**src/core/host_rx_defines.svh**
```systemverilog
// constants for the parallel host receiver
`ifndef HOST_RX_DEFINES_SVH
`define HOST_RX_DEFINES_SVH
`define CLASS_BIT       7
`define FIRST_BYTE_BIT  6
`define ROTARY_INTERNAL_PATTERN_POSITION     3'h0
`define PATTERN_CONV    4'hD
`define ROTARY_CONV     3'h2
`define STORE_PULSE_NS  50
`define CLK_PERIOD_NS   25
`define STORE_CYCLES    ((`STORE_PULSE_NS + `CLK_PERIOD_NS - 1) / `CLK_PERIOD_NS)
`endif

```
**src/core/host_rx_pkg.sv**
```systemverilog
// types for the parallel host receiver
package host_rx_pkg;
  typedef enum logic [1:0] {
    ST_IDLE  = 2'b00,
    ST_STORE = 2'b01,
    ST_ACK   = 2'b10,
    ST_CMD   = 2'b11
  } rx_state_t;
endpackage

```
**src/core/parallel_print_host_receiver.sv**
```systemverilog
// host-facing byte receiver, demultiplexer, handshakes and index sync
`timescale 1ns/1ps
`include "host_rx_defines.svh"
module parallel_print_host_receiver #(
  parameter int STORE_LEN = `STORE_CYCLES
) (
  input  wire logic                   clk_in,
  input  wire logic                   reset_in,
  input  wire logic [7:0]             host_data_in,
  input  wire logic                   host_byte_strobe_n_in,
  input  wire logic                   combined_index_pulse_in,
  input  wire logic                   latch_output_float_in,
  input  wire logic                   pixel_width_select_in,
  input  wire logic                   processor_acknowledge_in,
  input  wire logic                   streaming_ack_suppress_n_in,
  input  wire logic                   processor_clear_strobe_in,
  input  wire logic                   machine_ready_status_n_in,
  input  wire logic                   no_ink_in,
  input  wire logic                   no_paper_in,
  input  wire logic                   byte_rejected_in,
  input  wire logic [2:0]             rotary_select_in,
  input  wire logic [3:0]             dip_switch_in,
  input  wire logic                   pattern_start_in,
  output logic [7:0]                  internal_byte_bus_out,
  output logic                        internal_byte_bus_oe_n_out,
  output logic                        command_interrupt_input_out,
  output logic                        buffer_store_strobe_n_out,
  output logic [3:0]                  red_out,
  output logic [3:0]                  green_out,
  output logic [3:0]                  blue_out,
  output logic                        host_ack_n_out,
  output logic                        host_fault_n_out,
  output logic                        host_busy_out,
  output logic                        synced_index_pulse_out,
  output logic                        index_count_start_out,
  output logic [3:0]                  pattern_number_out,
  output logic                        pattern_run_out
);
  import host_rx_pkg::*;

  // the store counter is eight bits wide
  if (STORE_LEN < 1 || STORE_LEN > 255) begin
    $error("STORE_LEN out of range");
  end

  // pin inputs: two flip-flops each before use
  logic [7:0] data_s1, data_s2;
  logic [13:0] pin_s1, pin_s2;
  logic [13:0] pins_raw;
  assign pins_raw = {host_byte_strobe_n_in, combined_index_pulse_in,
                     streaming_ack_suppress_n_in, machine_ready_status_n_in,
                     no_ink_in, no_paper_in, rotary_select_in,
                     dip_switch_in, pattern_start_in};
  always_ff @(posedge clk_in) begin
    data_s1 <= host_data_in;
    data_s2 <= data_s1;
    pin_s1  <= pins_raw;
    pin_s2  <= pin_s1;
  end
  logic       strobe_n, index_lvl, stream_n, mrdy_n, ink_out, paper_out;
  logic [2:0] rotary;
  logic [3:0] dips;
  logic       start_btn;
  assign {strobe_n, index_lvl, stream_n, mrdy_n, ink_out, paper_out,
          rotary, dips, start_btn} = pin_s2;

  rx_state_t  state, next_state;
  logic       strobe_d, index_d, start_d;
  logic [7:0] latch, next_latch;
  logic [3:0] red, green, blue, next_red, next_green, next_blue;
  logic [7:0] cnt, next_cnt;
  logic       fault, next_fault;
  logic       busy, next_busy;
  logic [3:0] pattern, next_pattern;
  logic       run, next_run;
  logic       conv_active, next_conv_active;
  logic       strobe_fall, start_rise;

  assign strobe_fall = strobe_d & ~strobe_n;
  assign start_rise  = start_btn & ~start_d;

  always_comb begin
    next_state       = state;
    next_latch       = latch;
    next_red         = red;
    next_green       = green;
    next_blue        = blue;
    next_cnt         = cnt;
    next_fault       = fault;
    next_busy        = busy;
    next_pattern     = pattern;
    next_run         = run;
    next_conv_active = conv_active;
    case (state)
      ST_IDLE: begin
        if (strobe_fall) begin
          next_latch = data_s2;
          next_fault = 1'b0;
          if (data_s2[`CLASS_BIT]) begin
            next_state = ST_STORE;
            next_cnt   = 8'(STORE_LEN);
            if (data_s2[`FIRST_BYTE_BIT]) begin
              // first byte or one-byte pixel: upper two bits
              next_red   = {data_s2[5:4], 2'b00};
              next_green = {data_s2[3:2], 2'b00};
              next_blue  = {data_s2[1:0], 2'b00};
            end else if (pixel_width_select_in) begin
              // second byte gated through only in two-byte mode
              next_red[1:0]   = data_s2[5:4];
              next_green[1:0] = data_s2[3:2];
              next_blue[1:0]  = data_s2[1:0];
            end
          end else begin
            next_state = ST_CMD;
          end
        end
      end
      ST_STORE: begin
        next_cnt = cnt - 8'h01;
        if (cnt == 8'h01) begin
          next_state = ST_ACK;
        end
      end
      ST_ACK: begin
        next_state = ST_IDLE;
      end
      ST_CMD: begin
        if (processor_clear_strobe_in) begin
          next_state = ST_IDLE;
        end
      end
      default: next_state = ST_IDLE;
    endcase
    // set wins over the strobe clear
    if (ink_out || paper_out || byte_rejected_in) begin
      next_fault = 1'b1;
    end
    next_busy = mrdy_n | fault;
    // pattern selection, sampled when the run begins
    if (start_rise) begin
      if (run && conv_active) begin
        next_run = 1'b0;
        next_conv_active = 1'b0;
      end else if (!run) begin
        next_run = 1'b1;
        if (rotary == `ROTARY_INTERNAL_PATTERN_POSITION) begin
          next_pattern = dips;
        end else begin
          // dips are or-ed in, so closed dips corrupt the choice
          next_pattern = {1'b0, rotary} | dips;
        end
        next_conv_active = (rotary == `ROTARY_CONV && dips == 4'h0) ||
                           (rotary == `ROTARY_INTERNAL_PATTERN_POSITION &&
                            dips == `PATTERN_CONV);
      end
    end
    // no copy-end input here: a run ends at reset or a convergence stop
  end

  always_ff @(posedge clk_in) begin
    if (reset_in) begin
      state       <= ST_IDLE;
      strobe_d    <= 1'b1;
      index_d     <= 1'b0;
      start_d     <= 1'b0;
      latch       <= 8'h00;
      red         <= 4'h0;
      green       <= 4'h0;
      blue        <= 4'h0;
      cnt         <= 8'h00;
      fault       <= 1'b0;
      busy        <= 1'b1;
      pattern     <= 4'h0;
      run         <= 1'b0;
      conv_active <= 1'b0;
    end else begin
      state       <= next_state;
      strobe_d    <= strobe_n;
      index_d     <= index_lvl;
      start_d     <= start_btn;
      latch       <= next_latch;
      red         <= next_red;
      green       <= next_green;
      blue        <= next_blue;
      cnt         <= next_cnt;
      fault       <= next_fault;
      busy        <= next_busy;
      pattern     <= next_pattern;
      run         <= next_run;
      conv_active <= next_conv_active;
    end
  end

  assign internal_byte_bus_out       = latch;
  assign internal_byte_bus_oe_n_out  = latch_output_float_in;
  assign command_interrupt_input_out = (state == ST_CMD);
  assign buffer_store_strobe_n_out   = ~(state == ST_STORE);
  assign red_out                     = red;
  assign green_out                   = green;
  assign blue_out                    = blue;
  // streaming mode blocks both ack sources
  assign host_ack_n_out = ~(stream_n &
                            ((state == ST_ACK) ||
                             (state == ST_CMD && processor_acknowledge_in)));
  assign host_fault_n_out       = ~fault;
  assign host_busy_out          = busy;
  assign synced_index_pulse_out = index_d;
  // one clock-wide start on each synced rising edge
  assign index_count_start_out  = index_lvl & ~index_d;
  assign pattern_number_out     = pattern;
  assign pattern_run_out        = run;

  a_cmd_holds: assert property (@(posedge clk_in) disable iff (reset_in)
    state == ST_CMD && !processor_clear_strobe_in |=> state == ST_CMD)
    else $error("command state left without clear strobe");
  a_data_store: assert property (@(posedge clk_in) disable iff (reset_in)
    state == ST_IDLE && strobe_fall && data_s2[7] |=>
    !buffer_store_strobe_n_out)
    else $error("data byte gave no store strobe");
  a_cmd_irq: assert property (@(posedge clk_in) disable iff (reset_in)
    state == ST_IDLE && strobe_fall && !data_s2[7] |=>
    command_interrupt_input_out)
    else $error("command byte gave no interrupt");
  a_stream_noack: assert property (@(posedge clk_in) disable iff (reset_in)
    !stream_n |-> host_ack_n_out)
    else $error("ack sent in streaming mode");
  a_data_ack: assert property (@(posedge clk_in) disable iff (reset_in)
    state == ST_STORE && cnt == 8'h01 && stream_n |=> !host_ack_n_out)
    else $error("data byte not acknowledged");
  a_fault_set: assert property (@(posedge clk_in) disable iff (reset_in)
    ink_out |=> !host_fault_n_out)
    else $error("fault missing on ink out");
  a_busy_ready: assert property (@(posedge clk_in) disable iff (reset_in)
    mrdy_n |=> host_busy_out)
    else $error("busy dropped before machine ready");
  a_latch_byte: assert property (@(posedge clk_in) disable iff (reset_in)
    state == ST_IDLE && strobe_fall |=> latch == $past(data_s2))
    else $error("byte not latched");
  a_internal_pattern_position_pick: assert property (@(posedge clk_in) disable iff (reset_in)
    start_rise && !run && rotary == 3'h0 |=> pattern == $past(dips))
    else $error("dip code not used");
  c_data_byte: cover property (@(posedge clk_in) state == ST_STORE);
  c_cmd_byte: cover property (@(posedge clk_in) state == ST_CMD);
  c_conv_stop: cover property (@(posedge clk_in) conv_active && !next_run);
endmodule

```
**config.mk**
```make
export PLATFORM = sky130hd
export DESIGN_NAME = parallel_print_host_receiver
export DESIGN_NICKNAME = d
export VERILOG_FILES = /design/src/core/host_rx_pkg.sv /design/src/core/parallel_print_host_receiver.sv
export VERILOG_INCLUDE_DIRS = /design/src /design/src/core
export SDC_FILE = /design/constraint.sdc
export NUM_CORES = 1
export LEC_CHECK = 0
export BUFFER_PORTS_ARGS = -buffer_cell sky130_fd_sc_hd__buf_2
export CELL_PAD_IN_SITES_DETAIL_PLACEMENT = 1
export CELL_PAD_IN_SITES_GLOBAL_PLACEMENT = 1
export CORE_MARGIN = 4
export CORE_UTILIZATION = 43
export CTS_BUF_LIST = sky130_fd_sc_hd__clkbuf_16
export CTS_CLUSTER_SIZE = 40
export DETAILED_ROUTE_END_ITERATION = 6
export PLACE_DENSITY = 0.82
export SLEW_MARGIN = 10
export SYNTH_ARGS = -nofsm -noshare
export SYNTH_HDL_FRONTEND = slang
export SYNTH_SLANG_ARGS = --single-unit
export TNS_END_PERCENT = 20
```
**constraint.sdc**
```tcl
create_clock -name clk_in -period 4 [get_ports clk_in]
set_clock_uncertainty 0.2 [all_clocks]
set_input_delay 0.4 -clock clk_in [delete_from_list [all_inputs] [get_ports clk_in]]
set_output_delay 0.4 -clock clk_in [all_outputs]
set_load 0.02 [all_outputs]
```
==> flow_metrics.py, run 1 <==
metrics = {
    "grt": {
        "antenna_found_initial": 0,
        "grt_remaining_overflow": 0,
        "grt_max_degree": 37,
        "grt.total_usage_pct": 18.9,
        "grt_pass1_wl_um": 10600,
        "grt_pass1_vias": 2146,
    },
    "finish": {
        "antennaDiodeCount": 0,
        "final_layout_size_suffix_gt1_share_pct": 27.1,
        "nNetsFinal": 347,
        "num-fill-cells": 623,
        "areaGrowthSynthToFinish_pct": 32.9,
    },
    "sta": {
        "rsz0062_at_grt": "no",
        "worst_pin_slew_ns": 0.637,
        "maxSlewHeadroom_pct": 57.5,
        "fin_crit_ns": 2.10,
        "min_period_over_period_pct": 52.4,
        "fin_ws_ns": 1.90,
        "hold_viol_final": 0,
        "fin_tns_setup_ns": 0,
        "drv_slew": 0,
        "fmax_ghz": 0.477,
        "setup_viol": 0,
        "hold-worst-slack_ns": 0.115,
    },
    "power": {
        "vdd_ir_drop_max_mv": 0.281,
        "p_leak_uw": 0.00150,
        "pwr_density_cell_mw_per_mm2": 551,
    },
    "setup_path": {
        "worstPathArrival_ns": 2.09,
        "worstSetupPathType": "reg -> reg",
        "critPathCaptureType": "flop",
        "worstPathMaxFanout": 11,
        "critPathLaunchType": "flop",
        "crit_required_ns": 3.99,
    },
    "clock_tree": {
        "clock-sinks": 85,
        "clock_latency_ns": 0.33,
        "cts-root-buf": "clkbuf_16",
        "clkTransAtPathRegs_ns": 0.06,
        "ctsResizeCount": 0,
        "htreeDepth": 3,
        "cts_tree": "built",
        "cts_buffers": 9,
        "cts_max_path_buffers": 2,
    },
    "synthesis": {
        "postSynthAreaPerCell_um2": 11.2,
        "synth_warnings": 0,
        "synth_area_leaders": "dfxtp_1 (65%), nor2_1 (5.0%), mux2i_1 (3.1%), nand2_1 (3.0%), a21oi_1 (2.1%)",
        "synth.top_cell.area_share_pct": 65.0,
        "ys_ff_latch": 85,
        "ys_seq_area_share_pct": 65.0,
        "yosysUniqueCellTypes": 44,
        "synth_cells": 233,
        "synth_area_mm2": 0.00262,
        "synth_area_leader_cell": "dfxtp_1",
        "syn-num-nets": 264,
    },
    "detailed_routing": {
        "drc_errors": 0,
        "dr_total_vias": 1967,
        "vias_per_cell": 4.97,
        "drt_iter0_markers": 74,
        "ant_nets": 0,
        "finalWirelength_um": 6510,
        "wl_per_cell_um": 16.4,
        "firstDrtPassIters": 4,
    },
    "die": {
        "start_util_pct": 44.2,
        "die_h_um": 86.0,
        "die_w_um": 86.0,
        "dieArea_mm2": 0.00740,
        "rows": 28,
        "core_mm2": 0.00592,
        "ios": 62,
    },
    "run_status": {
        "status": "completed",
    },
    "placement": {
        "dpl_worst_slack_ns": 2.05,
        "place_hpwl_um": 3860,
        "portBuffers": 59,
        "gp_congestion": 0.737,
    },
    "hold_path": {
        "hp-class": "in -> reg",
    },
    "flow_run": {
        "drv_cap": 0,
    },
}
critical path, cell delays in order (launching register included):
cell and delay (ns):
dfxtp_1 0.40, nor4b_2 0.30, buf_4 0.23, and3_1 0.46, mux2i_1 0.30, nor2_1 0.07
cell families after synthesis:
group	Yosys count	share of synthesized area, %
multiplexers	8	3.06
XOR/XNOR	4	1.34
adder cells (fa/ha/maj)	2	0.955
AND/OR/NAND/NOR	82	15.7
buffers and inverters	17	3.39
flip-flops	85	65.0
AO/OA/AOI/OAI	35	10.6
cells in the mapped netlist, drive strengths merged:
master / count
a2111oi: 3
a211o: 1
a211oi: 5
a21oi: 11
a22oi: 6
a311oi: 1
a31oi: 1
a32oi: 1
and2: 1
and2b: 1
and3: 2
and3b: 1
buf: 6
clkbuf: 4
dfxtp: 85
ha: 2
inv: 7
mux2i: 8
nand2: 21
nand2b: 3
nand4b: 1
nand4bb: 1
nor2: 35
nor2b: 3
nor3: 4
nor3b: 1
nor4b: 1
o211ai: 3
o21ai: 2
o21ba: 1
or2: 2
or3: 2
or4: 1
or4b: 2
xnor2: 1
xor2: 3
where the power goes:
part	total, µW	internal (µW)	switching, µW
clock network	820	485	334
logic	167	77.5	89.6
registers	929	895	34.3
total	1920	1460	458
what timing repair did:
item                      in CTS  in global routing
setup buffers                  0                  0
hold endpoints to repair      22                  0
hold buffers                  22                  0
layer usage:
layer / wire (µm) / track usage [%]
met1: 2590 / 20.7
met2: 3570 / 34.5
met3: 219 / 3.94
met4: 134 / 9.06
met5: 0 / 0
metrics by stage:
step / std cells / total power [µW] / cell area [µm²] / utilization [%]
after floorplan: 233 / 1040 / 2620 / -
after CTS: 396 / 1930 / 3480 / 58.8
after global placement: 358 / 1090 / 2960 / 50.0
final: 396 / 1920 / 3480 / 58.8
after global routing: 396 / 2000 / 3480 / 58.8
after detailed placement: 358 / 1090 / 2960 / 50.0
cell usage in the layout, fill, tap and decap left out, types with 3 or more instances in the layout:
cell and count:
nor2_1 35, clkbuf_16 9, nand2_1 21, xor2_1 3, dlygate4sd3_1 22, a22oi_1 6
buf_2 59, inv_1 6, nor3_1 3, mux2i_1 8, a211oi_1 5, nor2b_1 3
a21oi_1 11, nand2b_1 3, dfxtp_1 85
state kept, by name, indices dropped and copies added, names as in the netlist, 2 cells and up:
signal,flops
blue_out,4
internal_byte_bus_out,8
cnt,8
green_out,4
data_s2,8
pin_s1,14
pin_s2,14
red_out,4
pattern_number_out,4
state,2
data_s1,8
cell type report:
type / instances / area (µm²) / area share [%]
multi-input cells: 131 / 835 / 24.0
flip-flops and latches: 85 / 1700 / 48.9
clock buffers: 9 / 225 / 6.47
repair buffers: 82 / 523 / 15.0
clock inverters: 7 / 75.1 / 2.16
well taps: 75 / 93.8 / 2.70
inverters: 7 / 26.3 / 0.755
path summary, 6_finish.rpt:
kind / slack, ns / startpoint / end / cells after the start
setup / recovery: 1.90 / state[1] / red_out[3] / 5
hold reg to reg: 0.13 / data_s1[7] / data_s2[7] / 0
setup reg to reg: 1.90 / state[1] / red_out[3] / 5
hold / removal: 0.11 / byte_rejected_in / fault / 3
Note: power is estimated with default switching activity, not from simulation.
==> run 2: changes to the inputs <==
- CORE_UTILIZATION: 43 -> 40
- PLACE_DENSITY: 0.82 -> 0.77
- clock period: 4 -> 2.13 ns (I/O delays scaled with it)
==> run 2 against run 1 <==
Wire length fell by 8.0%. Hold slack worse by 0.043 ns. Largest cell class unchanged. Sequential share of layout area fell by 0.74 points.
==> flow_metrics.py, run 2 (same netlist as run 1, synthesis figures left out) <==
metrics = {
    "run_status": {
        "status": "completed",
    },
    "sta": {
        "fin_crit_ns": 1.93,
        "maxSlewHeadroom_pct": 62.8,
        "worst_pin_slew_ns": 0.556,
        "fmax_ghz": 0.519,
        "rsz0062_at_grt": "no",
        "setup_viol": 0,
        "hold_viol_final": 0,
        "min_period_over_period_pct": 90.4,
        "drv_slew": 0,
        "fin_tns_setup_ns": 0,
    },
    "grt": {
        "grt_remaining_overflow": 0,
        "grt_pass1_wl_um": 9810,
        "grt.total_usage_pct": 16.7,
        "grt_max_degree": 20,
        "antenna_found_initial": 0,
        "grt_pass1_vias": 2087,
    },
    "setup_path": {
        "crit_path_end": "green_out[0]",
        "critPathCaptureType": "flop",
        "reg2regPathDepth": 4,
        "critPathLaunch": "state[1]",
        "cp_num_cells": 4,
        "worstPathArrival_ns": 1.99,
        "worstSetupPathType": "reg -> reg",
        "path_buf_inv": 0,
        "r2r_start": "state[1]",
        "worstPathMaxFanout": 10,
        "critPathLaunchType": "flop",
        "crit_required_ns": 2.20,
        "critical-path-top-delay-family": "simple AND/OR/NAND/NOR gates",
        "worstReg2RegEnd": "green_out[0]",
        "r2r_setup_slack_ns": 0.20,
        "slowest_delay_ns": 0.66,
        "path_cells": "or4b_4 > nor3_4 > a22oi_1 > nor2_1",
        "critPathSlowestCell": "or4b_4",
    },
    "die": {
        "die_h_um": 88.9,
        "start_util_pct": 41.2,
        "dieArea_mm2": 0.00790,
        "ios": 62,
        "core_mm2": 0.00635,
        "die_w_um": 88.9,
        "rows": 29,
    },
    "finish": {
        "ff_latch_area_mm2": 0.00170,
        "top_regs": "pin_s1: 14 flops, pin_s2: 14 flops",
        "nNetsFinal": 351,
        "layout_common_cells": "dfxtp_1 (85), buf_2 (59), nor2_1 (35)",
        "areaGrowthSynthToFinish_pct": 34.9,
        "final_common_cell": "dfxtp_1",
        "num-fill-cells": 697,
        "final_util_pct": 55.6,
        "antennaDiodeCount": 0,
        "multi_input_area_um2": 835,
        "final_layout_size_suffix_gt1_share_pct": 27.7,
    },
    "clock_tree": {
        "clock_latency_ns": 0.33,
        "cts_max_path_buffers": 2,
        "cts_buffers": 9,
        "clock-sinks": 85,
        "ctsResizeCount": 0,
        "clkTransAtPathRegs_ns": 0.07,
        "cts_hold_buf": 24,
        "htreeDepth": 3,
        "post_cts_buffers": 0,
        "cts-root-buf": "clkbuf_16",
        "cts_tree": "built",
    },
    "detailed_routing": {
        "ant_nets": 0,
        "wl_per_cell_um": 14.9,
        "finalWirelength_um": 6000,
        "drc_errors": 0,
        "firstDrtPassIters": 4,
        "drt_iter0_markers": 45,
        "vias_per_cell": 4.82,
        "dr_total_vias": 1938,
    },
    "power": {
        "p_total_uw": 3670,
        "pwr_density_cell_mw_per_mm2": 1040,
        "vdd_ir_drop_max_mv": 0.599,
        "p_leak_uw": 0.00153,
    },
    "hold_path": {
        "hp-class": "in -> reg",
        "hold_depth": 2,
    },
    "placement": {
        "place_hpwl_um": 3850,
        "gp_congestion": 0.820,
        "portBuffers": 59,
    },
    "flow_run": {
        "drv_cap": 0,
    },
}
==> run 2: changes by cell type in the layout (fill, tap and decap cells not counted), moves of 2 or more <==
cell           delta
buf_4             +2
clkinv_4          -2
dlygate4sd3_1     +2
inv_6             +2
==> run 2: worst reg2reg max path, stage by stage, from the launching register on <==
cell	delay (ns)
dfxtp_1	0.40
or4b_4	0.67
nor3_4	0.31
a22oi_1	0.16
nor2_1	0.12
==> run 2: report_power, final <==
group	total, µW	leakage (µW)	switching, µW	internal, µW
registers	1740	0.000707	60.2	1680
clock network	1620	0.000152	679	939
logic	316	0.000674	166	150
total	3670	0.00153	905	2770
==> run 2: worst min-delay path by stage <==
stage               slack [ns]                     end       startpoint
finish                    0.07             conv_active         reset_in
global route              0.10  synced_index_pulse_out         reset_in
CTS                       0.06             conv_active         reset_in
detailed placement        0.11              pin_s2[12]       pin_s1[12]
global placement          0.11              data_s2[1]       data_s1[1]
floorplan                 0.04              data_s1[0]  host_data_in[0]
==> run 2: cell type report <==
cell class / instances / share of cell area [%]
sequential: 85 / 48.2
multi-input combinational: 131 / 23.6
timing repair buffer: 86 / 15.8
clock buffer: 9 / 6.37
tap: 77 / 2.73
clock inverter: 7 / 2.58
inverter: 7 / 0.744
==> run 2: layer usage <==
layer,vias to the layer above,wire length [µm],global-route usage (%),share of wire (%)
met2,47,3130,28.6,52
met5,-,0,0,0
li1,963,-,-,-
met4,0,97,7.97,1.6
met1,921,2520,19.4,42
met3,7,254,4.24,4.2
==> run 2: stage by stage <==
step	instances	hold WS (ns)	cell area [µm²]	worst slack (ns)
floorplan	233	0.0407	2620	0.335
global placement	362	0.110	2980	0.330
detailed placement	362	0.113	2980	0.283
CTS	402	0.0643	3530	0.202
global route	402	0.100	3530	0.102
finish	402	0.0715	3530	0.204
